`src/dac_trim_defines.svh`:
```
// Frame layout, register-select codes, reset values and timing counts for the trim link
`ifndef DAC_TRIM_DEFINES_SVH
`define DAC_TRIM_DEFINES_SVH

// --------------------------------------------------------------------------
// Frame layout
// --------------------------------------------------------------------------
`define FRAME_BITS 24
`define FRAME_COUNT_LAST 5'h17
`define FRAME_COUNT_FULL 5'h18
`define RW_POS 23
`define RW_WRITE 1'b0
`define PART_HI 22
`define PART_LO 21
`define REG_SELECT_HI 20
`define REG_SELECT_LO 18
`define CHANNEL_HI 17
`define CHANNEL_LO 16
`define DATA_HI 15
`define DATA_LO 0

// --------------------------------------------------------------------------
// Register-select codes
// --------------------------------------------------------------------------
`define SELECT_GAIN_ONE 3'h2
`define SELECT_GAIN_ALL 3'h3
`define SELECT_OFFSET_ONE 3'h4
`define SELECT_OFFSET_ALL 3'h5

// --------------------------------------------------------------------------
// Variants and reset values
// --------------------------------------------------------------------------
`define FULL_RESOLUTION 16
`define SHORT_RESOLUTION 12
`define UNUSED_LOW_BITS 4
`define GAIN_LOW_FILL 4'hf
`define OFFSET_LOW_FILL 4'h0
`define GAIN_RESET 16'h0000
`define OFFSET_RESET 16'h8000
`define CHANNELS 4

// --------------------------------------------------------------------------
// Timing
// --------------------------------------------------------------------------
`define SCLK_HALF_CYCLES 4

`endif

```
`src/dac_trim_pkg.sv`:
```
// Types shared by both ends of the trim link
`include "dac_trim_defines.svh"

package dac_trim_pkg;
   typedef logic [15:0] trim_type;
   typedef logic [`CHANNELS-1:0][15:0] trim_array_type;
   typedef logic [2:0] reg_select_type;
   typedef logic [1:0] channel_select_type;
   typedef logic [1:0] part_address_type;

   // --------------------------------------------------------------------------
   // State machines
   // --------------------------------------------------------------------------
   typedef enum logic [2:0]
   {
      rx_idle_state = 3'h1,
      rx_shift_state = 3'h2,
      rx_overrun_state = 3'h4
   } rx_state_type;

   typedef enum logic [3:0]
   {
      tx_idle_state = 4'h1,
      tx_lead_state = 4'h2,
      tx_shift_state = 4'h4,
      tx_trail_state = 4'h8
   } tx_state_type;
endpackage

```
`src/dac_link_if.sv`:
```
// Serial write link between the host controller and the trim register bank
`timescale 1ns/100ps

interface dac_link_if;
   logic sclk;
   logic sync_n;
   logic sdin;

   modport host
   (
      output sclk,
      output sync_n,
      output sdin
   );

   modport device
   (
      input sclk,
      input sync_n,
      input sdin
   );
endinterface

```
`src/dac_trim_device.sv`:
```
// Device end: serial frame receiver and per-channel gain and offset trim registers
`timescale 1ns/100ps
`include "dac_trim_defines.svh"

// Functional notes
// - Select 010 writes gain of one channel
// - Channel field picks the target channel
// - Select 011 writes gain to all channels
// - Gain 16 bits, or 12 upper bits
// - Host sets low four gain bits high
// - Gain is unsigned straight binary
// - Host should keep gain trim moderate
// - Select 100 writes offset of one channel
// - Select 101 writes offset to all channels
// - Offset 16 or 12 bits, signed range
// - Short variant drops low four offset bits
// - Offset resets to midscale, zero offset
// - Channel codes 0..3 map to A..D
// - Act only when part address matches straps
module dac_trim_device #(
   parameter int RESOLUTION = `FULL_RESOLUTION
)
(
   input wire logic i_clock,
   input wire logic i_reset_n,
   dac_link_if.device link,
   input wire logic i_part_strap_pin1,
   input wire logic i_part_strap_pin0,
   output dac_trim_pkg::trim_array_type o_gain_trim,
   output dac_trim_pkg::trim_array_type o_offset_trim,
   output logic o_frame_accepted,
   output logic o_frame_ignored
);
   import dac_trim_pkg::*;

   // --------------------------------------------------------------------------
   // Declarations
   // --------------------------------------------------------------------------
   rx_state_type rx_state;
   rx_state_type next_rx_state;
   logic [`FRAME_BITS-1:0] shift_reg;
   logic [`FRAME_BITS-1:0] next_shift_reg;
   logic [4:0] bit_count;
   logic [4:0] next_bit_count;
   logic sclk_prev;
   logic sclk_rise;
   logic frame_end;
   logic frame_complete;
   logic addressed;
   logic is_write;
   part_address_type part_field;
   reg_select_type select_field;
   channel_select_type channel_field;
   trim_type data_field;
   logic [`CHANNELS-1:0] gain_hit;
   logic [`CHANNELS-1:0] offset_hit;
   trim_array_type gain_trim;
   trim_array_type next_gain_trim;
   trim_array_type offset_trim;
   trim_array_type next_offset_trim;
   logic next_frame_accepted;
   logic next_frame_ignored;

   // --------------------------------------------------------------------------
   // Stored trim value for the active variant
   // --------------------------------------------------------------------------
   // The short variant keeps only the upper bits; the low nibble is forced
   // so that what is stored never depends on what the host left there.
   function automatic trim_type trim_value
   (
      input trim_type data,
      input logic is_gain
   );
      trim_type result;
      result = data;
      if (RESOLUTION == `SHORT_RESOLUTION)
      begin
         if (is_gain)
         begin
            result[`UNUSED_LOW_BITS-1:0] = `GAIN_LOW_FILL;
         end
         else
         begin
            result[`UNUSED_LOW_BITS-1:0] = `OFFSET_LOW_FILL;
         end
      end
      return result;
   endfunction

   // --------------------------------------------------------------------------
   // Frame receiver
   // --------------------------------------------------------------------------
   assign sclk_rise = link.sclk & ~sclk_prev;
   assign frame_end = (rx_state != rx_idle_state) & link.sync_n;
   assign frame_complete = (rx_state == rx_shift_state) && (bit_count == `FRAME_COUNT_FULL);

   always_comb
   begin
      next_rx_state = rx_state;
      next_shift_reg = shift_reg;
      next_bit_count = bit_count;
      case (rx_state)
         rx_idle_state:
         begin
            if (!link.sync_n)
            begin
               next_rx_state = rx_shift_state;
               next_bit_count = 5'h00;
            end
         end
         rx_shift_state:
         begin
            if (link.sync_n)
            begin
               next_rx_state = rx_idle_state;
            end
            else if (sclk_rise)
            begin
               // Clocks beyond the frame length spoil the frame
               if (bit_count == `FRAME_COUNT_FULL)
               begin
                  next_rx_state = rx_overrun_state;
               end
               else
               begin
                  next_shift_reg = {shift_reg[`FRAME_BITS-2:0], link.sdin};
                  next_bit_count = bit_count + 5'h01;
               end
            end
         end
         rx_overrun_state:
         begin
            if (link.sync_n)
            begin
               next_rx_state = rx_idle_state;
            end
         end
         default:
         begin
            next_rx_state = rx_idle_state;
         end
      endcase
   end

   always_ff @(posedge i_clock or negedge i_reset_n)
   begin
      if (!i_reset_n)
      begin
         rx_state <= rx_idle_state;
         shift_reg <= '0;
         bit_count <= 5'h00;
         sclk_prev <= 1'b0;
      end
      else
      begin
         rx_state <= next_rx_state;
         shift_reg <= next_shift_reg;
         bit_count <= next_bit_count;
         sclk_prev <= link.sclk;
      end
   end

   // --------------------------------------------------------------------------
   // Frame decode
   // --------------------------------------------------------------------------
   assign is_write = (shift_reg[`RW_POS] == `RW_WRITE);
   assign part_field = shift_reg[`PART_HI:`PART_LO];
   assign select_field = shift_reg[`REG_SELECT_HI:`REG_SELECT_LO];
   assign channel_field = shift_reg[`CHANNEL_HI:`CHANNEL_LO];
   assign data_field = shift_reg[`DATA_HI:`DATA_LO];
   assign addressed = frame_end & frame_complete & is_write
      & (part_field == {i_part_strap_pin1, i_part_strap_pin0});

   // Channel index equals the channel code, so 0..3 reach A..D
   for (genvar ch = 0; ch < `CHANNELS; ch++)
   begin : channel_decode
      assign gain_hit[ch] = addressed & ((select_field == `SELECT_GAIN_ALL)
         | ((select_field == `SELECT_GAIN_ONE) & (channel_field == 2'(ch))));
      assign offset_hit[ch] = addressed & ((select_field == `SELECT_OFFSET_ALL)
         | ((select_field == `SELECT_OFFSET_ONE) & (channel_field == 2'(ch))));
   end

   // --------------------------------------------------------------------------
   // Trim registers
   // --------------------------------------------------------------------------
   // Gain is kept as an unsigned code; offset is straight binary with
   // midscale meaning no shift, so the downstream math subtracts midscale.
   always_comb
   begin
      next_gain_trim = gain_trim;
      next_offset_trim = offset_trim;
      for (int ch = 0; ch < `CHANNELS; ch++)
      begin
         if (gain_hit[ch])
         begin
            next_gain_trim[ch] = trim_value(data_field, 1'b1);
         end
         if (offset_hit[ch])
         begin
            next_offset_trim[ch] = trim_value(data_field, 1'b0);
         end
      end
      next_frame_accepted = |{gain_hit, offset_hit};
      next_frame_ignored = frame_end & ~(|{gain_hit, offset_hit});
   end

   always_ff @(posedge i_clock or negedge i_reset_n)
   begin
      if (!i_reset_n)
      begin
         for (int ch = 0; ch < `CHANNELS; ch++)
         begin
            gain_trim[ch] <= `GAIN_RESET;
            offset_trim[ch] <= `OFFSET_RESET;
         end
         o_frame_accepted <= 1'b0;
         o_frame_ignored <= 1'b0;
      end
      else
      begin
         gain_trim <= next_gain_trim;
         offset_trim <= next_offset_trim;
         o_frame_accepted <= next_frame_accepted;
         o_frame_ignored <= next_frame_ignored;
      end
   end

   // --------------------------------------------------------------------------
   // Outputs
   // --------------------------------------------------------------------------
   assign o_gain_trim = gain_trim;
   assign o_offset_trim = offset_trim;
endmodule

```
`src/flat_wrapper.sv`:
```
// flat-port wrapper written by rule: the top's interface ports become plain ports
module dac_trim_device_flat import dac_trim_pkg::*;
#(
   parameter int RESOLUTION = `FULL_RESOLUTION
)
  (i_clock, i_reset_n, i_part_strap_pin1, i_part_strap_pin0, o_gain_trim, o_offset_trim, o_frame_accepted, o_frame_ignored, link_sclk, link_sync_n, link_sdin);
  dac_link_if link_i ();
  input wire logic i_clock;
  input wire logic i_reset_n;
  input wire logic i_part_strap_pin1;
  input wire logic i_part_strap_pin0;
  output dac_trim_pkg::trim_array_type o_gain_trim;
  output dac_trim_pkg::trim_array_type o_offset_trim;
  output logic o_frame_accepted;
  output logic o_frame_ignored;
  input wire logic [$bits(link_i.sclk)-1:0] link_sclk;
  input wire logic [$bits(link_i.sync_n)-1:0] link_sync_n;
  input wire logic [$bits(link_i.sdin)-1:0] link_sdin;
  assign link_i.sclk = link_sclk;
  assign link_i.sync_n = link_sync_n;
  assign link_i.sdin = link_sdin;
  dac_trim_device #(.RESOLUTION(RESOLUTION)) u_core (.i_clock(i_clock), .i_reset_n(i_reset_n), .link(link_i), .i_part_strap_pin1(i_part_strap_pin1), .i_part_strap_pin0(i_part_strap_pin0), .o_gain_trim(o_gain_trim), .o_offset_trim(o_offset_trim), .o_frame_accepted(o_frame_accepted), .o_frame_ignored(o_frame_ignored));
endmodule
```
`config.mk`:
```
export PLATFORM = sky130hd
export DESIGN_NAME = dac_trim_device_flat
export DESIGN_NICKNAME = d
export VERILOG_FILES = /design/src/dac_trim_pkg.sv /design/src/dac_link_if.sv /design/src/dac_trim_device.sv /design/src/flat_wrapper.sv
export VERILOG_INCLUDE_DIRS = /design/src
export SDC_FILE = /design/constraint.sdc
export NUM_CORES = 1
export LEC_CHECK = 0
export BUFFER_PORTS_ARGS = -buffer_cell sky130_fd_sc_hd__buf_2
export CORE_MARGIN = 1.5
export CORE_UTILIZATION = 49
export CTS_BUF_LIST = sky130_fd_sc_hd__clkbuf_16
export CTS_CLUSTER_DIAMETER = 60
export DETAILED_ROUTE_END_ITERATION = 7
export MAX_ROUTING_LAYER = met4
export PLACE_DENSITY_LB_ADDON = 0.05
export SYNTH_ARGS = -nofsm -noshare
export SYNTH_HDL_FRONTEND = slang
export SYNTH_SLANG_ARGS = --single-unit
```
`constraint.sdc`:
```
create_clock -name i_clock -period 2.05 [get_ports i_clock]
set_input_delay 0.41 -clock i_clock [delete_from_list [all_inputs] [get_ports i_clock]]
set_output_delay 0.41 -clock i_clock [all_outputs]
set_load 0.02 [all_outputs]
```
==> results of run 1 <==
## layout make-up
class                   instances  area, um^2
clock buffers                  17         425
clock inverters                12        81.3
fillers                      1070        5070
inverters                       5        18.8
multi-input cells             216        2310
flip-flops and latches        163        4090
well taps                     176         220
repair buffers                168        1030
## per-layer routing
metal | vias up | track usage
met5 | - | -
met4 | 0 | 0.0811
met3 | 20 | 0.0546
met2 | 107 | 0.322
met1 | 1972 | 0.295
li1 | 1779 | -
## cell usage after synthesis, drive strengths merged, types with 3 or more instances
library cell    n  area, um^2
a21oi           3        15.0
and4bb          3        37.5
buf            21         173
clkbuf         10        75.1
dfrtp         158        3950
dfstp           5         131
inv             5        18.8
mux2          152        1790
nand2b          4        32.5
nor2           10        52.6
nor3            3        15.0
o21ai          12        60.1
or3             3        18.8
## logic make-up after synthesis
group | count (synthesis) | share of synthesized area
AOI/OAI and AO/OA | 19 | 0.0164
muxes | 152 | 0.269
DFF | 163 | 0.616
and+or+nand+nor | 39 | 0.0449
buffers and inverters | 36 | 0.0402
xor gates and xnor gates | 4 | 0.00925
adders and majority gates | 2 | 0.00377
## cell usage in the layout (no fill, tap or decap), drive strengths merged
master	Yosys	final
nor2b	2	2
clkinvlp	0	1
and4b	2	2
a2bb2oi	1	1
dfrtp	158	158
o311ai	1	1
dlygate4sd3	0	1
or4	1	1
nand2b	4	4
or3	3	3
nand4	2	2
nor3b	2	2
clkbuf	10	17
mux2	152	152
o21ai	12	12
inv	5	10
and3	1	1
o2111ai	1	1
ha	2	2
a21oi	3	3
o21a	1	1
nand3b	1	1
bufinv	0	1
nor2	10	10
and4bb	3	3
clkinv	0	5
xor2	2	2
xnor2	2	2
buf	21	167
nor3	3	3
and2	2	2
nand3	1	1
dfstp	5	5
and2b	2	2
## through the flow
step | setup slack, ns | std cells
floorplan | 0.00415 | 415
global placement | 0.0368 | 727
detailed placement | 0.0306 | 727
CTS | 0.0201 | 757
global route | -0.0186 | 757
finish | 0.0630 | 757
## worst min-delay path by stage
stage                                            to  slack (ns)       from
4_1_cts                  u_core.sclk_prev$_DFF_PN0_        0.12  link_sclk
5_1_grt                  u_core.sclk_prev$_DFF_PN0_        0.11  link_sclk
3_5_place_dp   u_core.o_offset_trim[45]$_DFFE_PN0P_        0.33  i_reset_n
3_3_place_gp     u_core.o_gain_trim[26]$_DFFE_PN0P_        0.33  i_reset_n
2_1_floorplan       u_core.bit_count[0]$_DFFE_PN0P_        0.11  i_reset_n
6_report                 u_core.sclk_prev$_DFF_PN0_        0.13  link_sclk
## power breakdown
group | switching (uW) | internal, uW
Sequential | 73.5 | 3250
Combinational | 125 | 78.6
Clock | 1170 | 1610
Total | 1370 | 4940
## critical path, stage by stage, from the launching register on
cell and delay, ns:
dfrtp_1 0.38, inv_1 0.06, ha_1 0.13, and4b_2 0.30, nand4_4 0.11, buf_4 0.18
nor2_2 0.18, buf_6 0.19, mux2_2 0.34
## timing repair
action / in CTS / in global routing
hold buffers: 1 / 0
resized for setup: 0 / 13
hold endpoints to repair: 33 / 0
setup endpoints to repair: 0 / 108
==> summary.txt, run 1 <==
Timing
  • TNS Setup: 0 ns
  • Setup violators final: 0
  • Tcrit/Tclk final: 0.969
  • Final Hold Vio Count: 0
  • Hold_ws: 0.133 ns
  • Worst-Margin Slew: 0.673 ns
  • Pins Over Slew Limit: 0
  • FMAX: roughly 500 MHz
  • Setup Skew: ~0.0059 ns
  • Setup repair after global routing missed its margin: true
  • Slew headroom: 0.547
  • Tmin final: roughly 2.0 ns

Yosys
  • Synth Instances: approximately 420
  • Synth unique cells: 43
  • Post-Syn Area per Cell: approximately 16 um^2
  • Post-synthesis sequential element count: between 150 and 200
  • Synth Flop Type: dfrtp_1
  • Syn Nets: between 400 and 500
  • EDFF count, synth: 0
  • Synthesized area: roughly 6600 um^2
  • Post-synthesis sequential area ratio: 0.616
  • Yosys warns: 0
  • Synth async-reset ratio: 1.00

Final layout
  • Final Instance Area: 8170 um^2
  • Share of cells above drive strength 1: 0.630
  • Area grow syn2layout: 23.2%
  • Diodes inserted: 0
  • Final-stage net count: just under 600
  • Fin util: 0.617

Pwr
  • Pleak: approximately 0.0045 uW
  • Total chip power: approximately 6300 uW
  • PD cells: just under 800 nW/um^2
  • Peak VDD IR: between 0.4 and 0.5 mV

Detailed routing
  • WL final: about 14000 um
  • Antenna Violating Nets Remaining: 0
  • Wire length on met2: about 6700 um
  • Pre-Repair DR Iteration Count: 4
  • Met3 routed WL: between 700 and 800 um
  • Wire length on met1: between 6000 and 7000 um
  • Routed len/inst: approximately 19 um
  • DRT iter0 DRCs: 212
  • Via count: 3878
  • DRC Markers: 0
  • Highest metal used: met4
  • Via/cell ratio: 5.12

Floorplan
  • Die area: about 14000 um^2
  • Top Ports: 137
  • Die height: between 100 and 150 um
  • Core area: 13200 um^2
  • Die Wd: around 120 um
  • Num rows: 42
  • Initial Utilization: 0.501

Min path
  • Hold depth: 1
  • Worst Hold Class: primary input to register

GRT
  • GRT Overall Usage: 0.218
  • First-pass GRT wire length: between 20000 and 25000 um
  • GRT Residual Overflow: 0
  • Largest net degree at the start of global routing: 53
  • Number of global-route vias before repair: 4024
  • Antenna violations before repair: 0

Worst setup path
  • Crit-path max FO: 9
  • Critical Path AT: between 2 and 2.5 ns
  • Setup crit start: u_core.bit_count[0]$_DFFE_PN0P_
  • CP required: 2.36 ns
  • Critical path launch point type: register
  • End point of the critical path: u_core.o_gain_trim[35]$_DFFE_PN0P_
  • Worst reg2reg startpoint: u_core.bit_count[0]$_DFFE_PN0P_
  • R2R setup slack: 0.06 ns
  • CP Capture Type: register
  • Worst R2R End: u_core.o_gain_trim[35]$_DFFE_PN0P_
  • Cell depth of the worst flop-to-flop path: 8
  • Critical path class: register to register

Clock tree
  • # clock sinks: 163
  • CTS Buf Count: 17
  • H-tree Lvls: 4
  • CTS tree: yes
  • CTS max path bufs: 2
  • Clock-pin transition on the worst setup and hold timing paths: approximately 0.060 ns
  • Post CTS Setup Buffer Count: 0
  • Root Driver: clkbuf_16
  • Worst skew pair latency: approximately 0.42 ns

Job
  • Max Cap Viol: 0

Run status
  • Outcome: completed

Placement
  • Placed cell areas: around 7600 um^2
  • Dpl hpwl: between 9000 and 10000 um
  • Buffers on Ports: approximately 140
  • Routability cong.: between 0.7 and 0.8
Note: power is estimated with default switching activity, not from simulation.
==> run 2, diff against run 1 <==
Settings changed: BUFFER_PORTS_ARGS -buffer_cell sky130_fd_sc_hd__buf_2 to -buffer_cell sky130_fd_sc_hd__clkbuf_2.
==> run 2 against run 1 <==
  * First-iteration DRC count shrank 29%
  * Core utilization grew 1.1 points
  * Clock power grew 20%
  * Highest routed layer unchanged
  * Sequential share of layout area shrank 0.84 points
  * Die area is the same
  * Routed wire length grew 0.66%
  * Non-clock buffer count is the same
==> summary.txt, run 2 (synthesis results as in run 1) <==
Run status
  • Outcome: completed

Final layout
  • Fillers: between 1000 and 1500
  • FF/Latch Area: ~4000 um^2
  • Fin cells: 760
  • Commonest cells after routing, fill and taps aside: dfrtp_1, clkbuf_2, mux2_2
  • Area grow syn2layout: 25.4%
  • Diodes inserted: 0
  • Share of cells above drive strength 1: 0.642
  • Final-stage net count: slightly below 600
  • Multi-input logic area: 2310 um^2
  • Commonest non-fill, non-tap cell in the layout: dfrtp_1

Timing
  • Final Hold Vio Count: 0
  • Setup Skew: ~0.0068 ns
  • FMAX: slightly above 500 MHz
  • Hold_ws: approximately 0.15 ns
  • Tcrit/Tclk final: 0.968
  • Slew headroom: 0.570
  • Fin worst setup slack: around 0.066 ns
  • Setup violators final: 0
  • Pins Over Slew Limit: 0
  • Tmin final: 1.98 ns
  • Worst-Margin Slew: 0.638 ns
  • Setup repair after global routing missed its margin: true

Clock tree
  • Clock-pin transition on the worst setup and hold timing paths: approximately 0.060 ns
  • CTS max path bufs: 2
  • CTS tree: yes
  • CTS Buf Count: 17
  • Worst skew pair latency: 0.41 ns
  • Root Driver: clkbuf_16
  • Post CTS Setup Buffer Count: 0
  • # clock sinks: ~160
  • H-tree Lvls: 4

Floorplan
  • Die area: between 10000 and 15000 um^2
  • Die Wd: ~120 um
  • Die height: ~120 um
  • Num rows: 42
  • Core area: roughly 13000 um^2
  • Initial Utilization: 0.501
  • Top Ports: ~140

Min path
  • Worst Hold Class: primary input to register
  • Hold depth: 1
  • WHS Endpoint: u_core.sclk_prev$_DFF_PN0_
  • HP Start: link_sclk

GRT
  • Antenna violations before repair: 0
  • Number of global-route vias before repair: between 4000 and 5000
  • GRT Overall Usage: 0.216
  • GRT Residual Overflow: 0
  • Largest net degree at the start of global routing: between 40 and 50
  • First-pass GRT wire length: between 20000 and 25000 um

Job
  • Max Cap Viol: 0

Placement
  • Routability cong.: around 0.8
  • Dpl hpwl: 9870 um
  • DP Cell Count: just over 700
  • Place WS: approximately 0.008 ns
  • Buffers on Ports: between 100 and 150

Worst setup path
  • CP required: about 2.3 ns
  • R2R setup slack: around 0.066 ns
  • Critical path class: register to register
  • Crit-path max FO: 9
  • Critical Path AT: approximately 2.3 ns
  • CP Capture Type: register
  • CP max-delay cell: dfrtp_1
  • Worst R2R End: u_core.o_gain_trim[36]$_DFFE_PN0P_
  • Cell depth of the worst flop-to-flop path: 8
  • Worst reg2reg startpoint: u_core.bit_count[0]$_DFFE_PN0P_
  • Critical path launch point type: register
  • CP cell instances: inv_1, ha_1, and4b_2, nand4_4, buf_4, nor2_2, buf_6, mux2_2
  • Largest stage delay, worst path: about 0.37 ns

Pwr
  • Peak VDD IR: 0.519 mV
  • Pleak: 0.00447 uW
  • PD cells: 826 nW/um^2

Detailed routing
  • WL final: approximately 14000 um
  • DRT iter0 DRCs: 150
  • Pre-Repair DR Iteration Count: 4
  • DRC Markers: 0
  • Routed len/inst: between 15 and 20 um
  • Antenna Violating Nets Remaining: 0
  • Via count: slightly below 4000
  • Via/cell ratio: 5.16
-- run 2: changes by cell type in the layout (fill, tap and decap cells not counted), sizes merged --
cell      change
bufinv        +3
clkinv        +1
clkinvlp      +1
buf         -135
clkbuf      +135
inv           -2
-- run 2: final cells by class --
cell class	count	share of cell area
flip-flops and latches	163	0.491
multi-input cells	216	0.278
repair buffers	168	0.126
clock buffers	17	0.0512
well taps	176	0.0265
clock inverters	15	0.0247
inverters	5	0.00226
-- run 2: power breakdown --
group          internal [uW]  switching, uW
logic                   81.3            126
clock network           2050           1270
registers               3250           78.4
total                   5380           1480
-- run 2: what timing repair did --
item	CTS	global route
hold endpoints to repair	30	0
gates resized for setup	0	11
hold buffers	1	0
endpoints found under the setup margin	0	92
-- run 2: critical path: cells and delay by family, from the launching register on --
| kind | cells | cell delay (ns) |
|---|---|---|
| flops | 1 | 0.37 |
| mux | 1 | 0.36 |
| fa+ha+maj | 1 | 0.13 |
| simple gates | 3 | 0.58 |
| buf+inv | 3 | 0.43 |
-- run 2: worst max-delay path by stage --
stage,depth (start not counted),from,end
global placement,5,u_core.rx_state[0]$_DFFE_PN1P_,u_core.o_offset_trim[33]$_DFFE_PN0P_
floorplan,8,u_core.bit_count[0]$_DFFE_PN0P_,u_core.o_offset_trim[53]$_DFFE_PN0P_
global route,7,u_core.bit_count[0]$_DFFE_PN0P_,u_core.o_gain_trim[60]$_DFFE_PN0P_
detailed placement,5,u_core.rx_state[0]$_DFFE_PN1P_,u_core.o_offset_trim[35]$_DFFE_PN0P_
CTS,5,u_core.rx_state[0]$_DFFE_PN1P_,u_core.o_offset_trim[44]$_DFFE_PN0P_
finish,8,u_core.bit_count[0]$_DFFE_PN0P_,u_core.o_gain_trim[36]$_DFFE_PN0P_
-- run 2: metrics by stage --
stage	area, um^2	power [uW]	setup TNS [ns]	utilization
after floorplan	6630	3450	0	-
after global placement	7620	3590	0	0.576
after detailed placement	7620	3600	0	0.576
after CTS	8260	6940	0	0.624
after global routing	8310	7130	-0.160	0.628
final	8310	6860	0	0.628
-- run 2: per-layer routing --
| metal | global-route usage | vias to the layer above | part of all wire |
|---|---|---|---|
| li1 | - | 1778 | - |
| met1 | 0.289 | 2033 | 0.46 |
| met2 | 0.332 | 90 | 0.48 |
| met3 | 0.0517 | 19 | 0.039 |
| met4 | 0.0662 | 0 | 0.015 |
| met5 | - | - | 0 |
==> run 3, diff against run 2 <==
Settings changed: ABC_AREA set to 1.
==> run 3 against run 2 <==
  * Setup slack improved by 0.12 ns
  * Die area decreased by 3.7%
  * Sequential cell count unchanged
  * First-iteration DRC count rose by 150%
  * Routed wire length rose by 11%
  * Clock skew fell by 0.0013 ns
  * Count of clock-buffer cells in the layout stayed put
  * Design area down 6.1%
  * Cell count rose by 23%
  * Largest cell class unchanged
  * Worst hold slack got worse by 0.042 ns
  * Sequential power hardly changed
  * Total power is 5.0% lower
==> summary.txt, run 3 <==
Run status
  • Outcome: completed

Pwr
  • Sequential power share: 0.512
  • Switching share of power: 0.248
  • Pint: 4900 uW
  • NetSw: approximately 1600 uW
  • Total chip power: between 6000 and 7000 uW
  • Pleak: 0.00388 uW
  • Peak VDD IR: between 0.5 and 0.6 mV
  • Comb pwr share: 0.084
  • PD cells: 835 nW/um^2
  • Clock power frac: 0.404

Yosys
  • Largest family of logic cells by synthesized area: simple AND/OR/NAND/NOR gates
  • EDFF count, synth: 0
  • Synthesized area: approximately 6400 um^2
  • Yosys warns: 0
  • Post-synthesis sequential element count: about 160
  • Simple-gate share of the synthesized area: 0.161
  • Synth unique cells: 28
  • Cell with the most instances after synthesis: nand2_1
  • Top cell type's share of synthesized area: 0.620
  • Synth async-reset ratio: 1.00
  • Largest cells by area after synthesis: dfrtp_1, o21ai_1, nand2_1, buf_6, nand4_4
  • Post-Synth XOR/XNOR Area: 0.00137
  • Post-synthesis adder-cell area fraction: 0.00392
  • Synth Flop Type: dfrtp_1
  • Syn Nets: ~620
  • Synth Area in Compound Gates: 0.132
  • Mux contribution to synthesized area: 0
  • Top cell types by occurrence after synthesis: nand2_1, dfrtp_1, o21ai_1, inv_1, buf_6
  • Post-synthesis sequential area ratio: 0.640
  • Area leader, netlist: dfrtp_1
  • Synth Instances: about 600
  • Post-Syn Area per Cell: 10.5 um^2

Floorplan
  • Die Wd: 117 um
  • Initial Utilization: 0.504
  • Num rows: between 40 and 50
  • Top Ports: between 100 and 150
  • Die height: about 120 um
  • Die area: 13700 um^2
  • Core area: 12700 um^2

Timing
  • Tmin final: 1.87 ns
  • Setup violators final: 0
  • Setup Skew: about 0.0055 ns
  • Final Hold Vio Count: 0
  • Setup repair after global routing missed its margin: false
  • FMAX: around 540 MHz
  • Worst-Margin Slew: roughly 0.6 ns
  • Tcrit/Tclk final: 0.910
  • Fin worst setup slack: ~0.18 ns
  • TNS Setup: 0 ns
  • Pins Over Slew Limit: 0
  • Hold_ws: 0.109 ns
  • Slew headroom: 0.590

Final layout
  • Commonest non-fill, non-tap cell in the layout: nand2_1
  • Fin cells: 936
  • Commonest cells after routing, fill and taps aside: nand2_1, dfrtp_1, o21ai_1
  • Final-stage net count: approximately 760
  • Diodes inserted: 0
  • Area grow syn2layout: 22.4%
  • Share of cells above drive strength 1: 0.268

GRT
  • Number of global-route vias before repair: approximately 4300
  • Antenna violations before repair: 0
  • GRT Residual Overflow: 0
  • First-pass GRT wire length: approximately 24000 um
  • GRT Overall Usage: 0.249
  • Largest net degree at the start of global routing: between 50 and 60

Job
  • Max Cap Viol: 0

Clock tree
  • Root Driver: clkbuf_16
  • Worst skew pair latency: around 0.42 ns
  • CTS tree: yes
  • Clock-pin transition on the worst setup and hold timing paths: 0.06 ns
  • CTS max path bufs: 2
  • # clock sinks: 163
  • CTS Buf Count: 17
  • H-tree Lvls: 4

Worst setup path
  • R2R setup slack: around 0.18 ns
  • Worst reg2reg startpoint: u_core.bit_count[0]$_DFFE_PN0P_
  • Setup crit start: u_core.bit_count[0]$_DFFE_PN0P_
  • CP Capture Type: register
  • Crit-path max FO: 32
  • CP required: 2.34 ns
  • Cell depth of the worst flop-to-flop path: 11
  • Critical path launch point type: register
  • End point of the critical path: u_core.o_gain_trim[55]$_DFFE_PN0P_
  • Critical path class: register to register
  • Worst R2R End: u_core.o_gain_trim[55]$_DFFE_PN0P_
  • Critical Path AT: around 2.2 ns

Detailed routing
  • WL final: around 16000 um
  • DRC Markers: 0
  • Antenna Violating Nets Remaining: 0
  • Routed len/inst: roughly 17 um
  • Pre-Repair DR Iteration Count: 5
  • DRT iter0 DRCs: between 300 and 400
  • Via/cell ratio: a little over 5
  • Via count: between 4000 and 5000

Placement
  • DP Cell Count: 902
  • Place WS: about 0.12 ns
  • Routability cong.: roughly 0.85
  • Buffers on Ports: between 100 and 150
  • Dpl hpwl: between 10000 and 15000 um

Min path
  • Worst Hold Class: primary input to register
run 3: final cells by class:
class | count | area, um^2
Clock buffer | 17 | 425
Clock inverter | 12 | 57.6
Fill cell | 1145 | 4860
Inverter | 35 | 131
Multi-Input combinational cell | 381 | 1910
Sequential cell | 163 | 4090
Tap cell | 172 | 215
Timing Repair Buffer | 156 | 982
run 3: how the worst min path moves through the flow:
stage	from	endpoint	depth (start not counted)
6_report	link_sclk	u_core.sclk_prev$_DFF_PN0_	1
5_1_grt	link_sclk	u_core.sclk_prev$_DFF_PN0_	1
4_1_cts	link_sclk	u_core.sclk_prev$_DFF_PN0_	1
3_5_place_dp	i_reset_n	u_core.o_gain_trim[51]$_DFFE_PN0P_	1
3_3_place_gp	i_reset_n	u_core.o_gain_trim[51]$_DFFE_PN0P_	1
2_1_floorplan	i_reset_n	u_core.bit_count[0]$_DFFE_PN0P_	0
run 3: stage by stage:
step                       util  instance area (um^2)
after global placement    0.573                  7260
after global routing      0.616                  7810
final                     0.616                  7810
after detailed placement  0.573                  7260
after floorplan               -                  6380
after CTS                 0.612                  7750
run 3: repair_timing:
item,4_1_cts,5_1_grt
setup endpoints to repair,0,36
buffers inserted,0,3
gates resized for setup,0,1
hold buffers,1,0
hold endpoints to repair,40,0
run 3: power by group through the flow:
stage | sequential [uW] | combinational [uW] | clock (uW)
finish | 3340 | 546 | 2640
global route | 3350 | 616 | 2840
CTS | 3340 | 556 | 2700
detailed placement | 3390 | 551 | 0
global placement | 3390 | 542 | 0
floorplan | 3390 | 317 | 0
run 3: metal layers:
metal	share of wire	routed length, um	track usage
met1	0.47	7350	0.355
met2	0.46	7170	0.356
met3	0.054	851	0.0474
met4	0.018	277	0.0964
met5	0	0	-
run 3: worst max-delay path, cell delays in order (launching register included):
cell and delay, ns:
dfrtp_1 0.38, inv_1 0.11, ha_1 0.15, nand2_1 0.08, nor2_4 0.16, nand2_4 0.09, nor2_8 0.15, buf_4 0.17
nand4_4 0.09, buf_12 0.20, nand2_1 0.08, o21ai_1 0.06
run 3: cell families after synthesis:
logic type,Yosys count
AOI/OAI and AO/OA,164
xor gates and xnor gates,1
adders and majority gates,2
buffers and inverters,64
DFF,163
and+or+nand+nor,214
